[config.mk]
export PLATFORM = sky130hd
export DESIGN_NAME = cgb_regs
export DESIGN_NICKNAME = d
export VERILOG_FILES = /design/src/cgb_pkg.sv /design/src/cgb_sel_if.sv /design/src/cgb_sel5.sv /design/src/cgb_regs.sv
export SDC_FILE = /design/constraint.sdc
export NUM_CORES = 1
export LEC_CHECK = 0
export BUFFER_PORTS_ARGS = -buffer_cell sky130_fd_sc_hd__buf_2
export CORE_ASPECT_RATIO = 1.5
export CORE_MARGIN = 2
export CORE_UTILIZATION = 62
export CTS_BUF_LIST = sky130_fd_sc_hd__clkbuf_8
export CTS_CLUSTER_SIZE = 14
export DETAILED_ROUTE_END_ITERATION = 10
export MAX_ROUTING_LAYER = met4
export PLACE_DENSITY = 0.87
export SKIP_CTS_REPAIR_TIMING = 1
export SYNTH_ARGS = -nofsm -noshare
export SYNTH_HDL_FRONTEND = slang
export SYNTH_SLANG_ARGS = --single-unit
[constraint.sdc]
create_clock -name clk_i -period 11.4 [get_ports clk_i]
set_input_delay 2.85 -clock clk_i [delete_from_list [all_inputs] [get_ports clk_i]]
set_output_delay 2.85 -clock clk_i [all_outputs]
set_load 0.02 [all_outputs]
[src/cgb_pkg.sv]
package cgb_pkg;
    // register bus geometry
    localparam int unsigned ADDR_W       = 5;
    localparam int unsigned DATA_W       = 8;
    // offset dac geometry: eight msbs plus two lsbs
    localparam int unsigned DAC_W        = 10;
    localparam int unsigned DAC_LO_W     = 2;
    localparam int unsigned DAC_LO_POS   = 0;
    localparam int unsigned COLOR_N      = 5;
    localparam int unsigned COLOR_W      = 3;

    // page that holds the gain and offset dac bytes
    localparam logic [7:0] PAGE_GAIN_DAC = 8'h01;

    // register byte offsets inside a page
    localparam logic [4:0] OFS_GAIN_C4   = 5'h03;
    localparam logic [4:0] OFS_GAIN_C5   = 5'h04;
    localparam logic [4:0] OFS_DAC_HI_C1 = 5'h05;
    localparam logic [4:0] OFS_DAC_LO_C1 = 5'h06;
    localparam logic [4:0] OFS_DAC_HI_C2 = 5'h07;
    localparam logic [4:0] OFS_DAC_LO_C2 = 5'h08;
    localparam logic [4:0] OFS_DAC_HI_C3 = 5'h09;
    localparam logic [4:0] OFS_DAC_LO_C3 = 5'h0a;
    localparam logic [4:0] OFS_DAC_HI_C4 = 5'h0b;
    localparam logic [4:0] OFS_DAC_LO_C4 = 5'h0c;
    localparam logic [4:0] OFS_DAC_HI_C5 = 5'h0d;
    localparam logic [4:0] OFS_DAC_LO_C5 = 5'h0e;
    localparam logic [4:0] OFS_PAGE      = 5'h1f;

    // reset values
    localparam logic [7:0] RST_GAIN      = 8'h54;
    localparam logic [7:0] RST_DAC_HI    = 8'h80;
    localparam logic [1:0] RST_DAC_LO    = 2'h0;
    localparam logic [7:0] RST_PAGE      = 8'h00;

    // offset binary mid scale, zero offset
    localparam logic [9:0] DAC_MID       = 10'h200;

    // line color index codes
    localparam logic [2:0] COLOR_1       = 3'h1;
    localparam logic [2:0] COLOR_2       = 3'h2;
    localparam logic [2:0] COLOR_3       = 3'h3;
    localparam logic [2:0] COLOR_4       = 3'h4;
    localparam logic [2:0] COLOR_5       = 3'h5;
endpackage

[src/cgb_sel_if.sv]
`timescale 1ns/1ns
// five sources, a color index and the picked word travel together
interface cgb_sel_if #(
    parameter int unsigned W = 8
);
    logic [W-1:0]                 src [cgb_pkg::COLOR_N];  // per-color words, color 1 first
    logic [cgb_pkg::COLOR_W-1:0]  color;                   // current line color, 1 to 5
    logic [W-1:0]                 sel;                     // word of the current color

    modport src_side (output src, output color, input sel);
    modport mux_side (input src, input color, output sel);
endinterface

[src/cgb_sel5.sv]
`timescale 1ns/1ns
// five-to-one selector; width comes from the interface
module cgb_sel5 (
    cgb_sel_if.mux_side    bus
);
    // pick by line color; a code outside 1 to 5 falls back to color 1
    always_comb begin
        case (bus.color)
            cgb_pkg::COLOR_1: bus.sel = bus.src[0];
            cgb_pkg::COLOR_2: bus.sel = bus.src[1];
            cgb_pkg::COLOR_3: bus.sel = bus.src[2];
            cgb_pkg::COLOR_4: bus.sel = bus.src[3];
            cgb_pkg::COLOR_5: bus.sel = bus.src[4];
            default:          bus.sel = bus.src[0];
        endcase
    end
endmodule

[src/cgb_regs.sv]
// Functional notes
// - five-color mode: gain picked per line color
// - color 4/5 gains idle outside five-color mode
// - five-color mode: dac msbs picked per line color
// - lsb register bits [1:0] complete dac
// - fixed mode: colors 1-3 drive red/green/blue
// - dac value is offset binary, 0x200 zero
// - color 4/5 dac idle outside five-color mode
// - page register at 0x1f selects page
`timescale 1ns/1ns
module cgb_regs (
    input  wire logic        clk_i,              // 100 MHz
    input  wire logic        reset_i,            // async, active high
    // register port
    input  wire logic [4:0]  reg_addr_i,         // offset within page
    input  wire logic [7:0]  reg_wdata_i,        // write byte
    input  wire logic        reg_wr_i,           // one-cycle write strobe
    input  wire logic        reg_rd_i,           // one-cycle read strobe
    output logic      [7:0]  reg_rdata_o,        // read byte, cycle after strobe only
    output logic      [7:0]  page_o,             // current page
    // line control from same-clock logic
    input  wire logic        five_color_line_mode_i, // high: five-color line mode
    input  wire logic [2:0]  line_color_i,       // color of current line, 1 to 5
    // colors 1-3 gain bytes live in a neighbour block
    input  wire logic [7:0]  gain_color1_i,
    input  wire logic [7:0]  gain_color2_i,
    input  wire logic [7:0]  gain_color3_i,
    // per-line selected settings
    output logic      [7:0]  line_gain_o,        // gain_selector output
    output logic      [9:0]  line_dac_o,         // offset_dac_selector output
    output logic      [9:0]  line_dac_ofs_o,     // same, two's complement offset
    // per-input settings
    output logic      [7:0]  red_sensor_input_gain_o,
    output logic      [7:0]  green_sensor_input_gain_o,
    output logic      [7:0]  blue_sensor_input_gain_o,
    output logic      [9:0]  red_sensor_input_dac_o,
    output logic      [9:0]  green_sensor_input_dac_o,
    output logic      [9:0]  blue_sensor_input_dac_o
);
    // register storage
    logic [7:0]  page_r;                         // page select
    logic [7:0]  gain_color4_r;                  // color 4 gain byte
    logic [7:0]  gain_color5_r;                  // color 5 gain byte
    logic [7:0]  dac_hi_r [cgb_pkg::COLOR_N];    // dac msbs, color 1 at index 0
    logic [1:0]  dac_lo_r [cgb_pkg::COLOR_N];    // dac lsbs, only two bits kept
    logic [7:0]  rdata_nxt;                      // read mux
    logic        page_hit;                       // access lands on this page
    logic [9:0]  dac_full [cgb_pkg::COLOR_N];    // joined 10-bit settings

    // selector carriers
    cgb_sel_if #(.W(8))  gain_bus ();
    cgb_sel_if #(.W(10)) dac_bus ();

    // only page 1 reaches the bank; the page register is decoded apart from this
    // so that software can always switch away again, whatever page is selected
    // a write on any other page is dropped here, never stored and applied later
    assign page_hit = (page_r == cgb_pkg::PAGE_GAIN_DAC);

    // page register answers on every page, so software can always leave
    always_ff @(posedge clk_i or posedge reset_i) begin
        if (reset_i) begin
            page_r <= cgb_pkg::RST_PAGE;
        end else if (reg_wr_i && reg_addr_i == cgb_pkg::OFS_PAGE) begin
            page_r <= reg_wdata_i;
        end
    end

    // gain bytes for colors 4 and 5
    always_ff @(posedge clk_i or posedge reset_i) begin
        if (reset_i) begin
            gain_color4_r <= cgb_pkg::RST_GAIN;
            gain_color5_r <= cgb_pkg::RST_GAIN;
        end else if (reg_wr_i && page_hit) begin
            // color 4 gain byte, no effect outside five-color mode
            if (reg_addr_i == cgb_pkg::OFS_GAIN_C4) begin
                gain_color4_r <= reg_wdata_i;
            end
            // color 5 gain byte, same limits as color 4
            if (reg_addr_i == cgb_pkg::OFS_GAIN_C5) begin
                gain_color5_r <= reg_wdata_i;
            end
        end
    end

    // dac msb and lsb bytes; msb at odd offsets from 5, lsb right after
    always_ff @(posedge clk_i or posedge reset_i) begin
        if (reset_i) begin
            for (int i = 0; i < cgb_pkg::COLOR_N; i++) begin
                // every color starts at mid-scale, zero offset
                dac_hi_r[i] <= cgb_pkg::RST_DAC_HI;
                dac_lo_r[i] <= cgb_pkg::RST_DAC_LO;
            end
        end else if (reg_wr_i && page_hit) begin
            for (int i = 0; i < cgb_pkg::COLOR_N; i++) begin
                if (reg_addr_i == 5'(cgb_pkg::OFS_DAC_HI_C1 + 5'(2 * i))) begin
                    dac_hi_r[i] <= reg_wdata_i;
                end
                // upper six bits are dropped: they are not stored at all
                if (reg_addr_i == 5'(cgb_pkg::OFS_DAC_LO_C1 + 5'(2 * i))) begin
                    dac_lo_r[i] <= reg_wdata_i[cgb_pkg::DAC_LO_POS +: cgb_pkg::DAC_LO_W];
                end
            end
        end
    end

    // read mux; other pages belong elsewhere and read as zero here
    always_comb begin
        rdata_nxt = 8'h00;
        if (reg_addr_i == cgb_pkg::OFS_PAGE) begin
            rdata_nxt = page_r;
        end else if (page_hit) begin
            case (reg_addr_i)
                cgb_pkg::OFS_GAIN_C4:   rdata_nxt = gain_color4_r;
                cgb_pkg::OFS_GAIN_C5:   rdata_nxt = gain_color5_r;
                cgb_pkg::OFS_DAC_HI_C1: rdata_nxt = dac_hi_r[0];
                cgb_pkg::OFS_DAC_LO_C1: rdata_nxt = {6'h00, dac_lo_r[0]};
                cgb_pkg::OFS_DAC_HI_C2: rdata_nxt = dac_hi_r[1];
                cgb_pkg::OFS_DAC_LO_C2: rdata_nxt = {6'h00, dac_lo_r[1]};
                cgb_pkg::OFS_DAC_HI_C3: rdata_nxt = dac_hi_r[2];
                cgb_pkg::OFS_DAC_LO_C3: rdata_nxt = {6'h00, dac_lo_r[2]};
                cgb_pkg::OFS_DAC_HI_C4: rdata_nxt = dac_hi_r[3];
                cgb_pkg::OFS_DAC_LO_C4: rdata_nxt = {6'h00, dac_lo_r[3]};
                cgb_pkg::OFS_DAC_HI_C5: rdata_nxt = dac_hi_r[4];
                cgb_pkg::OFS_DAC_LO_C5: rdata_nxt = {6'h00, dac_lo_r[4]};
                default:                rdata_nxt = 8'h00;
            endcase
        end
    end

    // read data stands one cycle only, zero otherwise
    always_ff @(posedge clk_i or posedge reset_i) begin
        if (reset_i) begin
            reg_rdata_o <= 8'h00;
        end else if (reg_rd_i) begin
            // strobe sampled: byte stands for the next cycle only
            reg_rdata_o <= rdata_nxt;
        end else begin
            // zero between reads, so a stale byte is never taken for fresh data
            reg_rdata_o <= 8'h00;
        end
    end

    // join msb and lsb into one 10-bit setting per color
    always_comb begin
        for (int i = 0; i < cgb_pkg::COLOR_N; i++) begin
            dac_full[i] = {dac_hi_r[i], dac_lo_r[i]};
        end
    end

    // feed the selectors
    // colors 1 to 3 gains come from the neighbour block, 4 and 5 are stored here
    assign gain_bus.src[0] = gain_color1_i;
    assign gain_bus.src[1] = gain_color2_i;
    assign gain_bus.src[2] = gain_color3_i;
    assign gain_bus.src[3] = gain_color4_r;
    assign gain_bus.src[4] = gain_color5_r;
    // the sequencer steps the color once per line; held at 1 in fixed mode
    assign gain_bus.color  = five_color_line_mode_i ? line_color_i : cgb_pkg::COLOR_1;
    assign dac_bus.color   = five_color_line_mode_i ? line_color_i : cgb_pkg::COLOR_1;
    // all five dac words are stored here
    assign dac_bus.src[0]  = dac_full[0];
    assign dac_bus.src[1]  = dac_full[1];
    assign dac_bus.src[2]  = dac_full[2];
    assign dac_bus.src[3]  = dac_full[3];
    assign dac_bus.src[4]  = dac_full[4];

    cgb_sel5 u_gain_selector (
        .bus (gain_bus.mux_side)
    );

    cgb_sel5 u_offset_dac_selector (
        .bus (dac_bus.mux_side)
    );

    // selected line settings; in fixed mode they follow color 1
    always_ff @(posedge clk_i or posedge reset_i) begin
        if (reset_i) begin
            line_gain_o    <= cgb_pkg::RST_GAIN;
            line_dac_o     <= cgb_pkg::DAC_MID;
            // mid-scale dac and its zero offset
            line_dac_ofs_o <= 10'h000;
        end else begin
            // registered so the analog side sees one clean change per line
            line_gain_o    <= gain_bus.sel;
            line_dac_o     <= dac_bus.sel;
            // offset binary to two's complement: flip the top bit
            line_dac_ofs_o <= {~dac_bus.sel[9], dac_bus.sel[8:0]};
        end
    end

    // per-input settings; in five-color mode one shared path carries the line value
    always_ff @(posedge clk_i or posedge reset_i) begin
        if (reset_i) begin
            // reset gains and mid-scale dacs on every input
            red_sensor_input_gain_o   <= cgb_pkg::RST_GAIN;
            green_sensor_input_gain_o <= cgb_pkg::RST_GAIN;
            blue_sensor_input_gain_o  <= cgb_pkg::RST_GAIN;
            red_sensor_input_dac_o    <= cgb_pkg::DAC_MID;
            green_sensor_input_dac_o  <= cgb_pkg::DAC_MID;
            blue_sensor_input_dac_o   <= cgb_pkg::DAC_MID;
        end else if (five_color_line_mode_i) begin
            // one shared path: all three inputs take the line value
            red_sensor_input_gain_o   <= gain_bus.sel;
            green_sensor_input_gain_o <= gain_bus.sel;
            blue_sensor_input_gain_o  <= gain_bus.sel;
            red_sensor_input_dac_o    <= dac_bus.sel;
            green_sensor_input_dac_o  <= dac_bus.sel;
            blue_sensor_input_dac_o   <= dac_bus.sel;
        end else begin
            // colors 4 and 5 never reach an input here
            red_sensor_input_gain_o   <= gain_color1_i;
            green_sensor_input_gain_o <= gain_color2_i;
            blue_sensor_input_gain_o  <= gain_color3_i;
            red_sensor_input_dac_o    <= dac_full[0];
            green_sensor_input_dac_o  <= dac_full[1];
            blue_sensor_input_dac_o   <= dac_full[2];
        end
    end

    assign page_o = page_r;

    // checks beside the logic; each one is clocked and cut off while reset is high
    // a write to the page register lands on any page; it is the only way out
    // of a page that hides this bank
    a_page_write_lands: assert property (@(posedge clk_i) disable iff (reset_i)
        reg_wr_i && reg_addr_i == cgb_pkg::OFS_PAGE |=> page_o == $past(reg_wdata_i))
        else $error("page write not taken");

    // reading the page register answers on every page as well
    a_page_read_back: assert property (@(posedge clk_i) disable iff (reset_i)
        reg_rd_i && reg_addr_i == cgb_pkg::OFS_PAGE |=> reg_rdata_o == $past(page_r))
        else $error("page register readback wrong");

    // a gain write while another page is selected must leave the byte alone
    a_off_page_ignored: assert property (@(posedge clk_i) disable iff (reset_i)
        reg_wr_i && !page_hit && reg_addr_i == cgb_pkg::OFS_GAIN_C4 |=> $stable(gain_color4_r))
        else $error("gain write taken on wrong page");

    // reads of this bank from another page come back as zero
    a_off_page_read: assert property (@(posedge clk_i) disable iff (reset_i)
        reg_rd_i && !page_hit && reg_addr_i != cgb_pkg::OFS_PAGE |=> reg_rdata_o == 8'h00)
        else $error("bank visible on wrong page");

    // offsets past the last lsb byte hold nothing and read as zero;
    // a stray decode here would alias one of the dac bytes
    a_unmapped_read: assert property (@(posedge clk_i) disable iff (reset_i)
        reg_rd_i && page_hit && reg_addr_i > cgb_pkg::OFS_DAC_LO_C5 && reg_addr_i != cgb_pkg::OFS_PAGE
        |=> reg_rdata_o == 8'h00)
        else $error("unmapped offset read not zero");

    // five-color mode, color 4 line: the color 4 gain byte is picked
    a_gain_pick_c4: assert property (@(posedge clk_i) disable iff (reset_i)
        five_color_line_mode_i && line_color_i == cgb_pkg::COLOR_4 |=> line_gain_o == $past(gain_color4_r))
        else $error("color 4 gain not selected");

    // five-color mode, color 5 line: the color 5 gain byte is picked
    a_gain_pick_c5: assert property (@(posedge clk_i) disable iff (reset_i)
        five_color_line_mode_i && line_color_i == cgb_pkg::COLOR_5 |=> line_gain_o == $past(gain_color5_r))
        else $error("color 5 gain not selected");

    // a code outside 1 to 5 must not pick a stray byte; it behaves as color 1,
    // so a sequencer glitch gives a known gain rather than a random one
    a_bad_color_c1: assert property (@(posedge clk_i) disable iff (reset_i)
        five_color_line_mode_i && line_color_i > cgb_pkg::COLOR_5 |=> line_gain_o == $past(gain_color1_i))
        else $error("invalid color did not fall back to color 1");

    // fixed mode: line gain follows color 1, blue input gain takes color 3; the release
    // edge is skipped, the outputs still show their reset values after it
    a_gain_fixed_map: assert property (@(posedge clk_i) disable iff (reset_i)
        !reset_i && !five_color_line_mode_i |=> line_gain_o == $past(gain_color1_i)
                                                && blue_sensor_input_gain_o == $past(gain_color3_i))
        else $error("fixed mode gain mapping wrong");

    // fixed mode: color 4 or 5 gain writes cannot move the line gain while color 1 holds
    a_gain_c45_idle: assert property (@(posedge clk_i) disable iff (reset_i)
        (!reset_i && !five_color_line_mode_i) ##1 (!five_color_line_mode_i && $stable(gain_color1_i))
        |=> $stable(line_gain_o))
        else $error("color 4 or 5 gain leaked in fixed mode");

    // five-color mode, color 5 line: the color 5 dac word is picked
    a_dac_pick_c5: assert property (@(posedge clk_i) disable iff (reset_i)
        five_color_line_mode_i && line_color_i == cgb_pkg::COLOR_5
        |=> line_dac_o == {$past(dac_hi_r[4]), $past(dac_lo_r[4])})
        else $error("color 5 dac not selected");

    // five-color mode: the shared path puts the line dac word on every input,
    // here the red input during a color 2 line
    a_shared_dac_c2: assert property (@(posedge clk_i) disable iff (reset_i)
        five_color_line_mode_i && line_color_i == cgb_pkg::COLOR_2
        |=> red_sensor_input_dac_o == {$past(dac_hi_r[1]), $past(dac_lo_r[1])})
        else $error("color 2 dac not on the inputs");

    // lsb registers keep bits [1:0] only; bits [7:2] read back as zero
    a_lsb_read_upper: assert property (@(posedge clk_i) disable iff (reset_i)
        reg_rd_i && page_hit && reg_addr_i == cgb_pkg::OFS_DAC_LO_C2
        |=> reg_rdata_o == {6'h00, $past(dac_lo_r[1])})
        else $error("lsb register readback wrong");

    // an lsb write keeps exactly the two low data bits; the upper six
    // are thrown away, never shifted into the stored pair
    a_lsb_write_kept: assert property (@(posedge clk_i) disable iff (reset_i)
        reg_wr_i && page_hit && reg_addr_i == cgb_pkg::OFS_DAC_LO_C4
        |=> dac_lo_r[3] == $past(reg_wdata_i[1:0]))
        else $error("lsb write not kept");

    // fixed mode: color 2 dac word drives the green input
    a_fixed_dac_map: assert property (@(posedge clk_i) disable iff (reset_i)
        !five_color_line_mode_i |=> green_sensor_input_dac_o == {$past(dac_hi_r[1]), $past(dac_lo_r[1])})
        else $error("fixed mode green dac wrong");

    // fixed mode: color 1 dac word drives the red input
    a_fixed_red_dac: assert property (@(posedge clk_i) disable iff (reset_i)
        !five_color_line_mode_i |=> red_sensor_input_dac_o == {$past(dac_hi_r[0]), $past(dac_lo_r[0])})
        else $error("fixed mode red dac wrong");

    // fixed mode: with color 1 dac still, writes to colors 4 and 5 must not
    // show on the line dac
    a_dac_c45_idle: assert property (@(posedge clk_i) disable iff (reset_i)
        !five_color_line_mode_i ##1 !five_color_line_mode_i && $stable(dac_full[0])
        |=> $stable(line_dac_o))
        else $error("color 4 or 5 dac leaked in fixed mode");

    // offset binary: mid-scale means zero offset
    a_offset_binary: assert property (@(posedge clk_i) disable iff (reset_i)
        line_dac_o == cgb_pkg::DAC_MID |-> line_dac_ofs_o == 10'h000)
        else $error("mid scale is not zero offset");

    // read data stands one cycle only; a held byte could be taken for a second read
    // by a master that reads back to back
    a_read_one_cycle: assert property (@(posedge clk_i) disable iff (reset_i)
        !reg_rd_i |=> reg_rdata_o == 8'h00)
        else $error("read data held past its cycle");

    // cover points for the main scenarios
    c_five_color_run: cover property (@(posedge clk_i) disable iff (reset_i)
        five_color_line_mode_i && line_color_i == cgb_pkg::COLOR_1 ##[1:40]
        five_color_line_mode_i && line_color_i == cgb_pkg::COLOR_5);
    c_page_then_read: cover property (@(posedge clk_i) disable iff (reset_i)
        (reg_wr_i && reg_addr_i == cgb_pkg::OFS_PAGE) ##2 (reg_rd_i && page_hit));
    c_lsb_readback: cover property (@(posedge clk_i) disable iff (reset_i)
        reg_rd_i && page_hit && reg_addr_i == cgb_pkg::OFS_DAC_LO_C5);
    c_fixed_to_five: cover property (@(posedge clk_i) disable iff (reset_i)
        !five_color_line_mode_i ##1 five_color_line_mode_i);
    c_lsb_all_ones: cover property (@(posedge clk_i) disable iff (reset_i)
        reg_wr_i && page_hit && reg_addr_i == cgb_pkg::OFS_DAC_LO_C4 && reg_wdata_i == 8'hff);
endmodule

==> flow_metrics.tcl <==
set metrics [dict create \
    reg2reg_to "gain_color5_r[3]" \
    critPathBufInv 3 \
    synth_edf_count 0 \
    rows 48 \
    crit_path_cell_trace "buf_2 -> inv_2 -> a21oi_2 -> buf_4 -> nor2_1 -> or3_1 -> o21ai_0" \
    cts_max_level 4 \
    diodes 0 \
    final.setup.tns_ps 0 \
    synth_top_area_share_pct 44.1 \
    crit_type "primary input to flip-flop" \
    tritoncts "done" \
    max_stage_delay_ps 630 \
    worst_pin_slew_ps 1220 \
    yosysSeqAreaShare_pct 53.9 \
    dieWidth_um 92.4 \
    min_from "dac_bus.src[39]" \
    area_delta_synth_final_pct 14.5 \
    cts_root_buf "clkbuf_8" \
    yosysUniqueCellTypes 53 \
    mostFrequentLayoutCells "buf_2 (142), dfrtp_1 (128), mux2_2 (78)" \
    synth_area_leaders "dfrtp_1 (44%), mux2_2 (12%), dfstp_2 (9.8%)" \
    ff2ff_path_depth 4 \
    p_leak_nw 4.14 \
    grt_overflow 0 \
    antenna_found_initial 0 \
    avgSynthCellArea_um2 11.9 \
    syn_nets 655 \
    clock.fmax_ghz 0.202 \
    layout.nets 770 \
    grt_pass1_vias 5680 \
    clk_path_buf_depth 2 \
    wl_per_cell_um 21.5 \
    place_congestion 1.00 \
    yosysWarnings 0 \
    core_area_um2 11500 \
    first_iter_violations 624 \
    start_util_pct 63.3 \
    die_area_um2 12600 \
    vias 5837 \
    die_h_um 137 \
    dpl.hpwl_um 13200 \
    setup_viol 0 \
    hold_viol 0 \
    fin_area_um2 8320 \
    place_area_um2 7940 \
    fill_cells 804 \
    required_ps 11770 \
    drtAntennaViolNets 0 \
    startpoint "five_color_line_mode_i" \
    peakVddDrop_v 0.0000837 \
    async_flop_share_pct 100 \
    routed_via_density 6.57 \
    fin_skew_ps 13.5 \
    clk_pin_slew_ps 80 \
    drv_cap 0 \
    min_path_type "flip-flop to flip-flop" \
    port_buffers 142 \
    crit_path_top_delay_cell "buf_2" \
    multiInputGateArea_um2 3060 \
    grt_pass1_wl_um 29600 \
    gr-usage-all-layers_pct 31.7 \
    worst_ep_arrival_time_ps 5310 \
    regArea_um2 3910 \
    drc 0 \
    r2r_start "page_o[1]" \
    crit_cells 7 \
    critPathMaxFanout 46 \
    syn_area_um2 7260 \
    synth_cells 610 \
    routed_wl_um 19100 \
    start_kind "primary input" \
    cts_buffers 17 \
    power_density_nw_per_um2 142 \
    endpoint_kind "flip-flop" \
    r2r_slack_ps 9180 \
    grt_setup_unrepaired "no" \
    slew_headroom_pct 18.8 \
    layout.cells.most_common "buf_2" \
    post-route-period-util_pct 43.4 \
    cts_num_sinks 155 \
    whs_path_depth 2 \
    drive_above_1_share_pct 41.3 \
    hold_end "green_sensor_input_dac_o[9]" \
    pin_count 143 \
    status "complete, no violations" \
    ys_ff_latch 155 \
    synthFlopType "dfrtp_1" \
    drt_first_pass_iters 5 \
    maxSlewViolCount 0 \
    fin_crit_ps 4940 \
    grt_max_degree 104 \
    clock_latency_ps 450 \
    cpLargestDelayFamily "buffers and inverters" \
    synth.largest_area_cell "dfrtp_1" \
]
==> power by group <==
part           switching (mW)  internal (mW)  total [mW]
Combinational           0.115         0.0651       0.180
Clock                   0.198          0.190       0.388
Sequential             0.0243          0.587       0.611
Total                   0.337          0.842        1.18
==> logic make-up after synthesis <==
family          share of synthesized area (%)
buf+inv                                  3.98
compound gates                           16.1
simple gates                             10.1
mux                                      15.9
flops                                    53.9
==> state kept, by name (all words and copies together), names as in the netlist, 10 cells and up <==
name and flops:
blue_sensor_input_dac_o 10, green_sensor_input_dac_o 10, dac_bus.src 50, line_dac_ofs_o 10
red_sensor_input_dac_o 10
==> synthesized netlist by cell type, types with 2 or more instances <==
| cell type | number |
|---|---|
| or3_1 | 3 |
| nor3_1 | 5 |
| mux2i_1 | 15 |
| buf_2 | 12 |
| a31oi_1 | 2 |
| a21oi_1 | 30 |
| nor2_2 | 6 |
| a22o_1 | 5 |
| a221oi_1 | 4 |
| nand3_1 | 7 |
| inv_1 | 11 |
| o32a_1 | 28 |
| nor2b_1 | 5 |
| mux2_2 | 78 |
| o221ai_1 | 2 |
| nand3_2 | 2 |
| inv_2 | 2 |
| nor3_4 | 2 |
| nand3b_1 | 4 |
| a22oi_1 | 8 |
| mux2_1 | 11 |
| and2_1 | 10 |
| dfrtp_1 | 128 |
| o21a_1 | 6 |
| nand2b_1 | 5 |
| and3_1 | 7 |
| o22ai_1 | 18 |
| clkbuf_1 | 23 |
| or3b_2 | 3 |
| a211oi_1 | 3 |
| o21ai_0 | 30 |
| buf_4 | 12 |
| nand2_1 | 28 |
| o221a_2 | 7 |
| dfstp_2 | 27 |
| nor3b_1 | 2 |
| and4_1 | 2 |
| a2bb2oi_1 | 2 |
| nor2_1 | 27 |
| a21o_1 | 15 |
==> final cells by class <==
class	instances	area share, %
Sequential cell	155	47.1
Multi-Input combinational cell	394	36.8
Timing Repair Buffer	144	8.73
Clock buffer	17	2.81
Tap cell	150	2.26
Clock inverter	15	1.67
Inverter	13	0.647
==> stage by stage <==
stage                     total power [mW]  hold WS (ps)  cells  worst slack, ps  util [%]
after floorplan                      0.738           473    610             4420         -
after global placement               0.790           497    856             6240      69.2
after detailed placement             0.798           510    856             6100      69.2
after CTS                             1.18           520    888             6540      72.5
after global routing                  1.22           521    888             6320      72.5
final                                 1.18           533    888             6460      72.5
==> worst max path at each step <==
stage	endpoint	slack [ps]
2_1_floorplan	blue_sensor_input_dac_o[0]	4420
3_3_place_gp	green_sensor_input_dac_o[9]	6240
4_1_cts	blue_sensor_input_dac_o[9]	6540
5_1_grt	blue_sensor_input_dac_o[9]	6320
3_5_place_dp	blue_sensor_input_dac_o[9]	6100
6_report	blue_sensor_input_dac_o[9]	6460
==> worst reg2reg max path: cells and delay by family (launching register included) <==
kind,cells,cell delay [ps]
and+or+nand+nor,3,1260
muxes,1,420
DFF,1,440
==> layer usage <==
metal	wire [µm]	vias up	GRT usage, %
met4	876	0	16.7
met1	7110	2872	38.7
met3	1620	79	7.21
li1	-	2497	-
met2	9510	389	49.4
met5	0	-	-
Power figures use the tool's default switching activity.
